$ cat src/hdl/nt_cfg_pkg.sv
// package: offsets, field positions and reset values of the virtual-side config header front
package nt_cfg_pkg;

  // =====================================================================
  // register offsets (byte addresses within config space)
  localparam logic [11:0] OFF_IDENT  = 12'h000;
  localparam logic [11:0] OFF_CMDSTS = 12'h004;

  // =====================================================================
  // command field positions
  localparam int CMD_IO_EN     = 0;
  localparam int CMD_MEM_EN    = 1;
  localparam int CMD_MASTER_EN = 2;
  localparam int CMD_PERR_EN   = 6;
  localparam int CMD_SERR_EN   = 8;
  localparam int CMD_INT_DIS   = 10;

  // writable command bits: 0,1,2,6,8,10
  localparam logic [15:0] CMD_RW_MASK = 16'h0547;

  // =====================================================================
  // status field positions (bit numbers within the 32-bit word)
  localparam int STS_INT       = 19;
  localparam int STS_CAP_LIST  = 20;
  localparam int STS_MDPERR    = 24;
  localparam int STS_SIG_TABT  = 27;
  localparam int STS_SIG_SERR  = 30;
  localparam int STS_DET_PERR  = 31;

  // =====================================================================
  // reset values
  localparam logic [15:0] CMD_RESET   = 16'h0000;
  localparam logic [3:0]  FLAGS_RESET = 4'h0;
  localparam logic        CAP_RESET   = 1'b1;

  // flag vector index order: {det_perr, sig_serr, sig_tabt, mdperr}
  localparam int FL_MDPERR   = 0;
  localparam int FL_SIG_TABT = 1;
  localparam int FL_SIG_SERR = 2;
  localparam int FL_DET_PERR = 3;
  localparam int FLAG_COUNT  = 4;

endpackage : nt_cfg_pkg

$ cat src/hdl/nt_flag_bank.sv
// sticky write-one-to-clear event flags, set wins over clear
`timescale 1ns/1ns
module nt_flag_bank #(
  parameter int N = 4
) (
  input  wire logic         clk_sys,
  input  wire logic         rst,
  input  wire logic         init_load,
  input  wire logic [N-1:0] init_value,
  input  wire logic [N-1:0] set_ev,
  input  wire logic [N-1:0] clr_ev,
  output logic      [N-1:0] flags_q
);

  logic [N-1:0] flags_d;

  // =====================================================================
  // per-flag next state
  genvar i;
  generate
    for (i = 0; i < N; i++) begin : g_flag
      // set beats a simultaneous clear so no event is lost
      assign flags_d[i] = set_ev[i] | (flags_q[i] & ~clr_ev[i]);
    end
  endgenerate

  always_ff @(posedge clk_sys) begin
    if (rst) begin
      flags_q <= '0;
    end else if (init_load) begin
      flags_q <= init_value | set_ev;
    end else begin
      flags_q <= flags_d;
    end
  end

endmodule : nt_flag_bank

$ cat src/hdl/nt_virtual_cfg_header.sv
// identification and command/status registers of the virtual-side config header
`timescale 1ns/1ns

// Behaviour
// - read-only manufacturer id, low half, loadable
// - read-only part id, upper half, loadable
// - i/o enable stored, no effect
// - memory enable gates virtual memory requests
// - master enable: forward, or unsupported-request if non-posted
// - unsupported command bits read zero always
// - interrupt disable blocks intx messages
// - system error enable gates error reporting
// - interrupt status shows pending or pin
// - capability list bit resets to one, init load replaces it
// - reserved status bits read zero always
// - parity enable: poisoned write/completion sets bit24
// - bit24 never set by events when parity disabled; init load can still set it
// - poisoned status mirrored into bit24
// - completer-abort completion sets target abort
// - register request over one dword aborts
// - request to missing port aborts
// - write to enabled rom window aborts
// - forwarded abort leaves uncorrectable ca bit
// - sent fatal/nonfatal message sets bit30 if enabled
// - any received poisoned packet sets bit31
module nt_virtual_cfg_header
  import nt_cfg_pkg::*;
#(
  parameter logic [15:0] MFR_ID_DEFAULT  = 16'h1234, // arbitrary neutral value
  parameter logic [15:0] PART_ID_DEFAULT = 16'h5678  // arbitrary neutral value
) (
  input  wire logic        clk_sys,
  input  wire logic        rst,
  // configuration access port
  input  wire logic        cfg_wr,
  input  wire logic        cfg_rd,
  input  wire logic [11:0] cfg_addr,
  input  wire logic [3:0]  cfg_be,
  input  wire logic [31:0] cfg_wdata,
  output logic      [31:0] cfg_rdata,
  output logic             cfg_rvalid,
  // serial eeprom / i2c initialization load
  input  wire logic        init_load,
  input  wire logic [31:0] init_ident,
  input  wire logic [31:0] init_cmdsts,
  // virtual interface memory requests
  input  wire logic        vmem_req,
  output logic             vmem_accept,
  input  wire logic        vmem_to_reg,
  input  wire logic        vmem_multi_dw,
  input  wire logic        vmem_bad_port,
  input  wire logic        vmem_is_write,
  input  wire logic        vmem_rom_hit,
  input  wire logic        rom_enabled,
  // link interface memory requests headed upstream
  input  wire logic        lmem_req,
  input  wire logic        lmem_non_posted,
  output logic             lmem_forward,
  output logic             lmem_ur_cpl,
  // intx
  input  wire logic        intx_pending,
  input  wire logic        legacy_interrupt_pin_n,
  input  wire logic        legacy_pin_enable,
  output logic             intx_msg_allow,
  // error events
  input  wire logic        err_detected,
  output logic             err_report_allow,
  input  wire logic        err_msg_sent,
  input  wire logic        poisoned_wr_fwd,
  input  wire logic        poisoned_cpl_rx,
  input  wire logic        poisoned_any_rx,
  input  wire logic        ue_poisoned_set,
  input  wire logic        ca_cpl_rx,
  output logic             ue_ca_set
);

  // =====================================================================
  // state
  logic [15:0] cmd_q;
  logic [15:0] cmd_d;
  logic [15:0] mfr_id_q;
  logic [15:0] part_id_q;
  logic        cap_q;
  logic [31:0] rdata_q;
  logic        rvalid_q;
  logic [FLAG_COUNT-1:0] flags_q;

  // =====================================================================
  // address decode
  wire hit_ident  = cfg_addr == OFF_IDENT;
  wire hit_cmdsts = cfg_addr == OFF_CMDSTS;
  wire wr_cmdsts  = cfg_wr & hit_cmdsts;

  function automatic logic [31:0] be_mask(input logic [3:0] be);
    be_mask = {{8{be[3]}}, {8{be[2]}}, {8{be[1]}}, {8{be[0]}}};
  endfunction : be_mask

  wire [31:0] wmask = be_mask(cfg_be);
  wire [31:0] wbits = cfg_wdata & wmask;

  // only writable bits are stored; unsupported ones stay zero
  assign cmd_d = (cmd_q & ~(wmask[15:0] & CMD_RW_MASK)) | (wbits[15:0] & CMD_RW_MASK);

  // =====================================================================
  // command effects
  wire mem_en    = cmd_q[CMD_MEM_EN];
  wire master_en = cmd_q[CMD_MASTER_EN];
  wire perr_en   = cmd_q[CMD_PERR_EN];
  wire serr_en   = cmd_q[CMD_SERR_EN];
  wire int_dis   = cmd_q[CMD_INT_DIS];

  assign vmem_accept      = vmem_req & mem_en;
  assign lmem_forward     = lmem_req & master_en;
  assign lmem_ur_cpl      = lmem_req & ~master_en & lmem_non_posted;
  assign intx_msg_allow   = ~int_dis;
  assign err_report_allow = serr_en & err_detected;

  // =====================================================================
  // event sources; abort checks only apply to accepted requests
  wire tabt_reg = vmem_accept & vmem_to_reg & vmem_multi_dw;
  wire tabt_prt = vmem_accept & vmem_to_reg & vmem_bad_port;
  wire tabt_rom = vmem_accept & vmem_is_write & vmem_rom_hit & rom_enabled;
  wire tabt_cpl = ca_cpl_rx;

  // forwarded completer abort never touches the uncorrectable ca bit
  assign ue_ca_set = tabt_reg | tabt_prt | tabt_rom;

  wire ev_mdperr = perr_en & (poisoned_wr_fwd | poisoned_cpl_rx | ue_poisoned_set);
  wire ev_tabt   = tabt_cpl | tabt_reg | tabt_prt | tabt_rom;
  wire ev_serr   = serr_en & err_msg_sent;
  wire ev_dperr  = poisoned_any_rx;

  wire [FLAG_COUNT-1:0] set_ev = {ev_dperr, ev_serr, ev_tabt, ev_mdperr};
  wire [FLAG_COUNT-1:0] clr_ev = wr_cmdsts ? {wbits[STS_DET_PERR], wbits[STS_SIG_SERR],
                                              wbits[STS_SIG_TABT], wbits[STS_MDPERR]} : '0;
  wire [FLAG_COUNT-1:0] init_fl = {init_cmdsts[STS_DET_PERR], init_cmdsts[STS_SIG_SERR],
                                   init_cmdsts[STS_SIG_TABT], init_cmdsts[STS_MDPERR]};

  nt_flag_bank #(
    .N          (FLAG_COUNT)
  ) u_flags (
    .clk_sys    (clk_sys),
    .rst        (rst),
    .init_load  (init_load),
    .init_value (init_fl),
    .set_ev     (set_ev),
    .clr_ev     (clr_ev),
    .flags_q    (flags_q)
  );

  // =====================================================================
  // status word assembly; every unlisted bit reads zero
  wire int_status = intx_pending | (legacy_pin_enable & ~legacy_interrupt_pin_n);

  wire [15:0] status_word;
  assign status_word = {flags_q[FL_DET_PERR], flags_q[FL_SIG_SERR], 2'b00,
                        flags_q[FL_SIG_TABT], 2'b00, flags_q[FL_MDPERR],
                        3'b000, cap_q, int_status, 3'b000};

  wire [31:0] ident_word  = {part_id_q, mfr_id_q};
  wire [31:0] cmdsts_word = {status_word, cmd_q};
  wire [31:0] rd_mux      = hit_ident ? ident_word : (hit_cmdsts ? cmdsts_word : 32'h0000_0000);

  // =====================================================================
  // registers
  always_ff @(posedge clk_sys) begin
    if (rst) begin
      cmd_q <= CMD_RESET;
    end else if (init_load) begin
      cmd_q <= init_cmdsts[15:0] & CMD_RW_MASK;
    end else if (wr_cmdsts) begin
      cmd_q <= cmd_d;
    end
  end

  // identity is read-only to software, only init load replaces it
  always_ff @(posedge clk_sys) begin
    if (rst) begin
      mfr_id_q  <= MFR_ID_DEFAULT;
      part_id_q <= PART_ID_DEFAULT;
      cap_q     <= CAP_RESET;
    end else if (init_load) begin
      mfr_id_q  <= init_ident[15:0];
      part_id_q <= init_ident[31:16];
      cap_q     <= init_cmdsts[STS_CAP_LIST];
    end
  end

  // read data registered: one cycle after cfg_rd
  always_ff @(posedge clk_sys) begin
    if (rst) begin
      rdata_q  <= 32'h0000_0000;
      rvalid_q <= 1'b0;
    end else begin
      rvalid_q <= cfg_rd;
      if (cfg_rd) begin
        rdata_q <= rd_mux;
      end
    end
  end

  assign cfg_rdata  = rdata_q;
  assign cfg_rvalid = rvalid_q;

endmodule : nt_virtual_cfg_header

$ cat config.mk
export PLATFORM = sky130hd
export DESIGN_NAME = nt_virtual_cfg_header
export DESIGN_NICKNAME = d
export VERILOG_FILES = /design/src/hdl/nt_cfg_pkg.sv /design/src/hdl/nt_flag_bank.sv /design/src/hdl/nt_virtual_cfg_header.sv
export SDC_FILE = /design/constraint.sdc
export NUM_CORES = 1
export LEC_CHECK = 0
export ABC_AREA = 1
export BUFFER_PORTS_ARGS = -buffer_cell sky130_fd_sc_hd__buf_2
export CAP_MARGIN = 20
export CORE_ASPECT_RATIO = 1.1
export CORE_MARGIN = 2
export CORE_UTILIZATION = 45
export CTS_CLUSTER_DIAMETER = 200
export DETAILED_ROUTE_END_ITERATION = 8
export PLACE_DENSITY = 0.91
export SYNTH_ARGS = -nofsm -noshare
export SYNTH_HDL_FRONTEND = slang
export SYNTH_SLANG_ARGS = --single-unit
$ cat constraint.sdc
create_clock -name clk_sys -period 1.4 [get_ports clk_sys]
set_input_delay 0.14 -clock clk_sys [delete_from_list [all_inputs] [get_ports clk_sys]]
set_output_delay 0.14 -clock clk_sys [all_outputs]
set_load 0.1 [all_outputs]
## After elaboration in Yosys (flattened, before gate mapping)

Cells that the tools add are included.

| word-level totals | value |
|---|---|
| register bits after elaboration | 86 |
| logic and storage cells | 61 |
| output and inout port bits | 39 |
| input port bits | 136 |

| operators by class | value |
|---|---|
| bitwise gates (word level) | 43 |
| multiplexer cells | 6 |
| reduce and logical (&&, ||, !) cells | 3 |
| equal/unequal tests | 1 |

Operators with widths:

| operator | number |
|---|---|
| $mux W32 | 2 |
| $and A32 B32 Y32 | 1 |
| $mux W11 | 2 |
| $and A1 B1 Y1 | 19 |
| $and A16 B16 Y16 | 1 |
| $not A11 Y16 | 1 |
| $or A16 B11 Y16 | 1 |
| $eq A12 B3 Y1 const B | 1 |
| $logic_not A12 Y1 | 1 |
| $or A1 B1 Y1 | 12 |
| $mux W4 | 2 |
| $not A1 Y1 | 7 |
| $or A4 B4 Y4 | 1 |
| $reduce_bool A2 Y1 | 1 |
| $reduce_or A2 Y1 | 1 |

## Longest topological paths before layout

| depth | value |
|---|---|
| word-level depth | 8 |
| gate-level depth with buffers | 10 |
| mapped depth without buffers | 8 |

## Hierarchy

Synthesis repeated with hierarchy kept, for this count alone.

| unflattened totals | value |
|---|---|
| cells, all modules | 461 |
| area, all modules | 3263.1 µm² |

Modules (own cells, without submodules):

| module | times used | cells an instance | area each (µm²) | sequential area each (µm²) |
|---|---|---|---|---|
| nt_virtual_cfg_header | 1 | 440 | 3104.2 | 1441.4 |
| nt_flag_bank | 1 | 21 | 158.9 | 80.1 |

## Least setup slack after synthesis

OpenSTA, ideal clock, no wires.

| path | value |
|---|---|
| path kind | register -> register |
| from | register with a tool-made name |
| to | register u_flags.flags_q[1] |
| arrival time | 2.127 ns |
| path buffers | 0 |
| clock period less this slack | 2.198 ns |
| cell stages (with the launch flop) | 5 |
| data required time | 1.329 ns |
| slack | -0.798 ns |
| setup time | 0.071 ns |
| cell sequence | dfxtp_1 > nand2_1 > a21oi_1 > nor3_1 > a21oi_1 |

RTL lines:

| item | RTL line | text |
|---|---|---|
| end signal: assignment | nt_flag_bank.sv:31 | `flags_q <= init_value \| set_ev;` |
| end signal: assignment | nt_flag_bank.sv:33 | `flags_q <= flags_d;` |
| end: declaration | nt_flag_bank.sv:12 | `output logic [N-1:0] flags_q` |

==> impl_metrics.py <==
metrics = {
    "placement": {
        "place.gp.congestion": 0.832,
        "dp_hpwl_um": 5940,
        "dp_cells": 667,
        "portBuffers": 130,
        "dpl_cell_area_sq_mm": 0.00401,
    },
    "timing": {
        "period_needed_ps": 1340,
        "max_slew_margin_pct": 67.1,
        "timing_hold_violations_final": 0,
        "rsz0062_at_grt": "no",
        "fin_hold_ws_ps": 11.2,
        "max_freq_mhz": 746,
        "maxSlewViolCount": 0,
        "worst_pin_slew_ps": 498,
        "layout_worst_path_cycle_share_pct": 95.8,
        "finalSetupViolCount": 0,
        "skew_ps": 5.94,
    },
    "cts": {
        "clockBufferDepth": 2,
        "clkTransAtPathRegs_ps": 80,
        "clock_sinks": 76,
        "cts-htree-levels": 3,
        "cts_tree": "yes",
        "cts_root_buffer": "clkbuf_8",
        "clk_latency_ps": 350,
        "numCtsBuffers": 9,
        "cts_setup_buffers": 0,
    },
    "finish": {
        "layout_commonest_cell": "buf_2",
        "fin_area_sq_mm": 0.00431,
        "seq_area_sq_mm": 0.00152,
        "n_fill_cell": 621,
        "syn2layout_area_growth_pct": 33.1,
        "finalNetCount": 737,
        "antenna_cells": 0,
        "drive_gt1_share_pct": 28.9,
        "final_cell_mix": "buf_2 (126), nand2_1 (105), nor2_1 (80)",
        "multiInputGateArea_sq_mm": 0.00145,
        "fin_cells": 691,
    },
    "logic_synthesis": {
        "synth_top_cell_by_area": "dfxtp_1",
        "yosysTopAreaCellShare_pct": 47.0,
        "synth_nets": 604,
        "ys_ff_latch": 76,
        "yosysSeqAreaShare_pct": 47.0,
        "syn-instance-count": 468,
        "synth.area.top_cells": "dfxtp_1 (47%), nand2_1 (12%), nor2_1 (9.4%)",
        "yosysUniqueCellTypes": 22,
        "yosys_warnings": 0,
        "syn_area_sq_mm": 0.00324,
        "avgSynthCellArea_sq_um": 6.91,
    },
    "worst_setup_path": {
        "worstPathRequired_ps": 1260,
        "cp-start-kind": "register",
        "endpoint_kind": "output port",
        "critical_path_class": "register to output port",
        "rrSetupSlack_ps": 400,
        "crit_arrival_ps": 1200,
        "path_max_fanout": 2,
    },
    "routing": {
        "drtAntennaViolNets": 0,
        "drtIter0Drc": 133,
        "drc": 0,
        "dr.pass1.iters": 4,
        "num_vias": 3461,
        "drt_wl_total_um": 8500,
        "post_drt_wl_per_cell_um": 12.3,
        "avgViaCountPerCell": 5.01,
    },
    "run": {
        "cap_violations": 0,
    },
    "die": {
        "start_util_pct": 46.2,
        "die_area_sq_mm": 0.00789,
        "die_y_um": 92.9,
        "rows": 32,
        "die_x_um": 84.9,
        "io_pins": 175,
        "core_area_sq_mm": 0.00701,
    },
    "grt": {
        "overflow": 0,
        "track_usage_pct": 22.5,
        "grt_pass1_wl_um": 14300,
        "antenna_found_initial": 0,
        "grt_start_max_net_pins": 66,
        "first_global_vias": 3247,
    },
    "pwr": {
        "fin_total_pwr_w": 0.00503,
        "power.leakage_nw": 2.20,
        "vdd_drop_max_v": 0.000777,
        "cellPowerDensity_mw_per_mm2": 1170,
    },
    "min_path": {
        "hp-start": "init_ident[16]",
        "hold_class": "input pin to register",
    },
    "outcome": {
        "outcome": "complete, no violations",
    },
}
[metrics by stage]
stage	setup TNS [ps]	setup WS, ps	util, %
2_1_floorplan	-143	-143	-
3_3_place_gp	0	111	57.2
3_5_place_dp	0	92.9	57.2
4_1_cts	0	3.67	61.3
5_1_grt	0	7.94	61.5
6_report	0	58.7	61.5
[flip-flops by register name, indices dropped and copies added, names as in the netlist, named ones only]
register,cells
cfg_rdata,32
mfr_id_q,16
part_id_q,16
u_flags.flags_q,4
cap_q,1
cfg_rvalid,1
[final timing paths]
check | to | cells past startpoint
setup / recovery | err_report_allow | 3
hold / removal | part_id_q[0] | 3
setup reg to reg | u_flags.flags_q[2] | 4
hold reg to reg | cfg_rdata[21] | 2
[power breakdown]
group,switching [W],leakage (nW),internal (W)
registers,0.0000718,0.630,0.00229
logic,0.000705,1.47,0.000286
clock network,0.000843,0.0958,0.000832
[timing repair]
action                     in CTS  in global routing
hold endpoints to repair        8                  0
cloned                          0                  0
hold buffers                    8                  0
setup endpoints to repair       3                  1
gates resized for setup         3                  2
[worst max-delay path, stage by stage, from the launching register on]
cell and delay [ps]:
dfxtp_1 350, nand2_1 50, inv_1 40, buf_2 410
[metal layers]
metal / wire, um / up-vias / track usage (%)
met5: 0 / - / 0
met4: 148 / 0 / 10.1
met3: 644 / 13 / 4.72
met2: 4230 / 174 / 39.7
met1: 3480 / 1529 / 26.0
li1: - / 1745 / -
[synthesized netlist by cell type]
library cell / number
nand2_2: 10
inv_1: 36
nor2_4: 1
nand3_1: 40
nand2_1: 106
a22o_1: 1
and2_1: 2
buf_2: 3
a21oi_1: 33
nand4_1: 6
buf_6: 2
o211ai_1: 1
clkinv_1: 1
buf_4: 1
clkbuf_1: 21
dfxtp_1: 76
buf_1: 2
o21ai_0: 40
buf_8: 1
nor2_2: 1
nor3_1: 3
nor2_1: 81
[layout make-up]
| cell class | instances | share of cell area, % |
|---|---|---|
| Clock buffer | 9 | 2.88 |
| Clock inverter | 7 | 1.77 |
| Inverter | 37 | 3.22 |
| Multi-Input combinational cell | 325 | 33.5 |
| Sequential cell | 76 | 35.3 |
| Tap cell | 85 | 2.47 |
| Timing Repair Buffer | 152 | 20.8 |
[cells by family after synthesis]
family	share of synthesized area, %
simple gates	32.4
flops	47.0
compound gates	11.8
buf+inv	8.82
(Power assumes the default switching activity.)
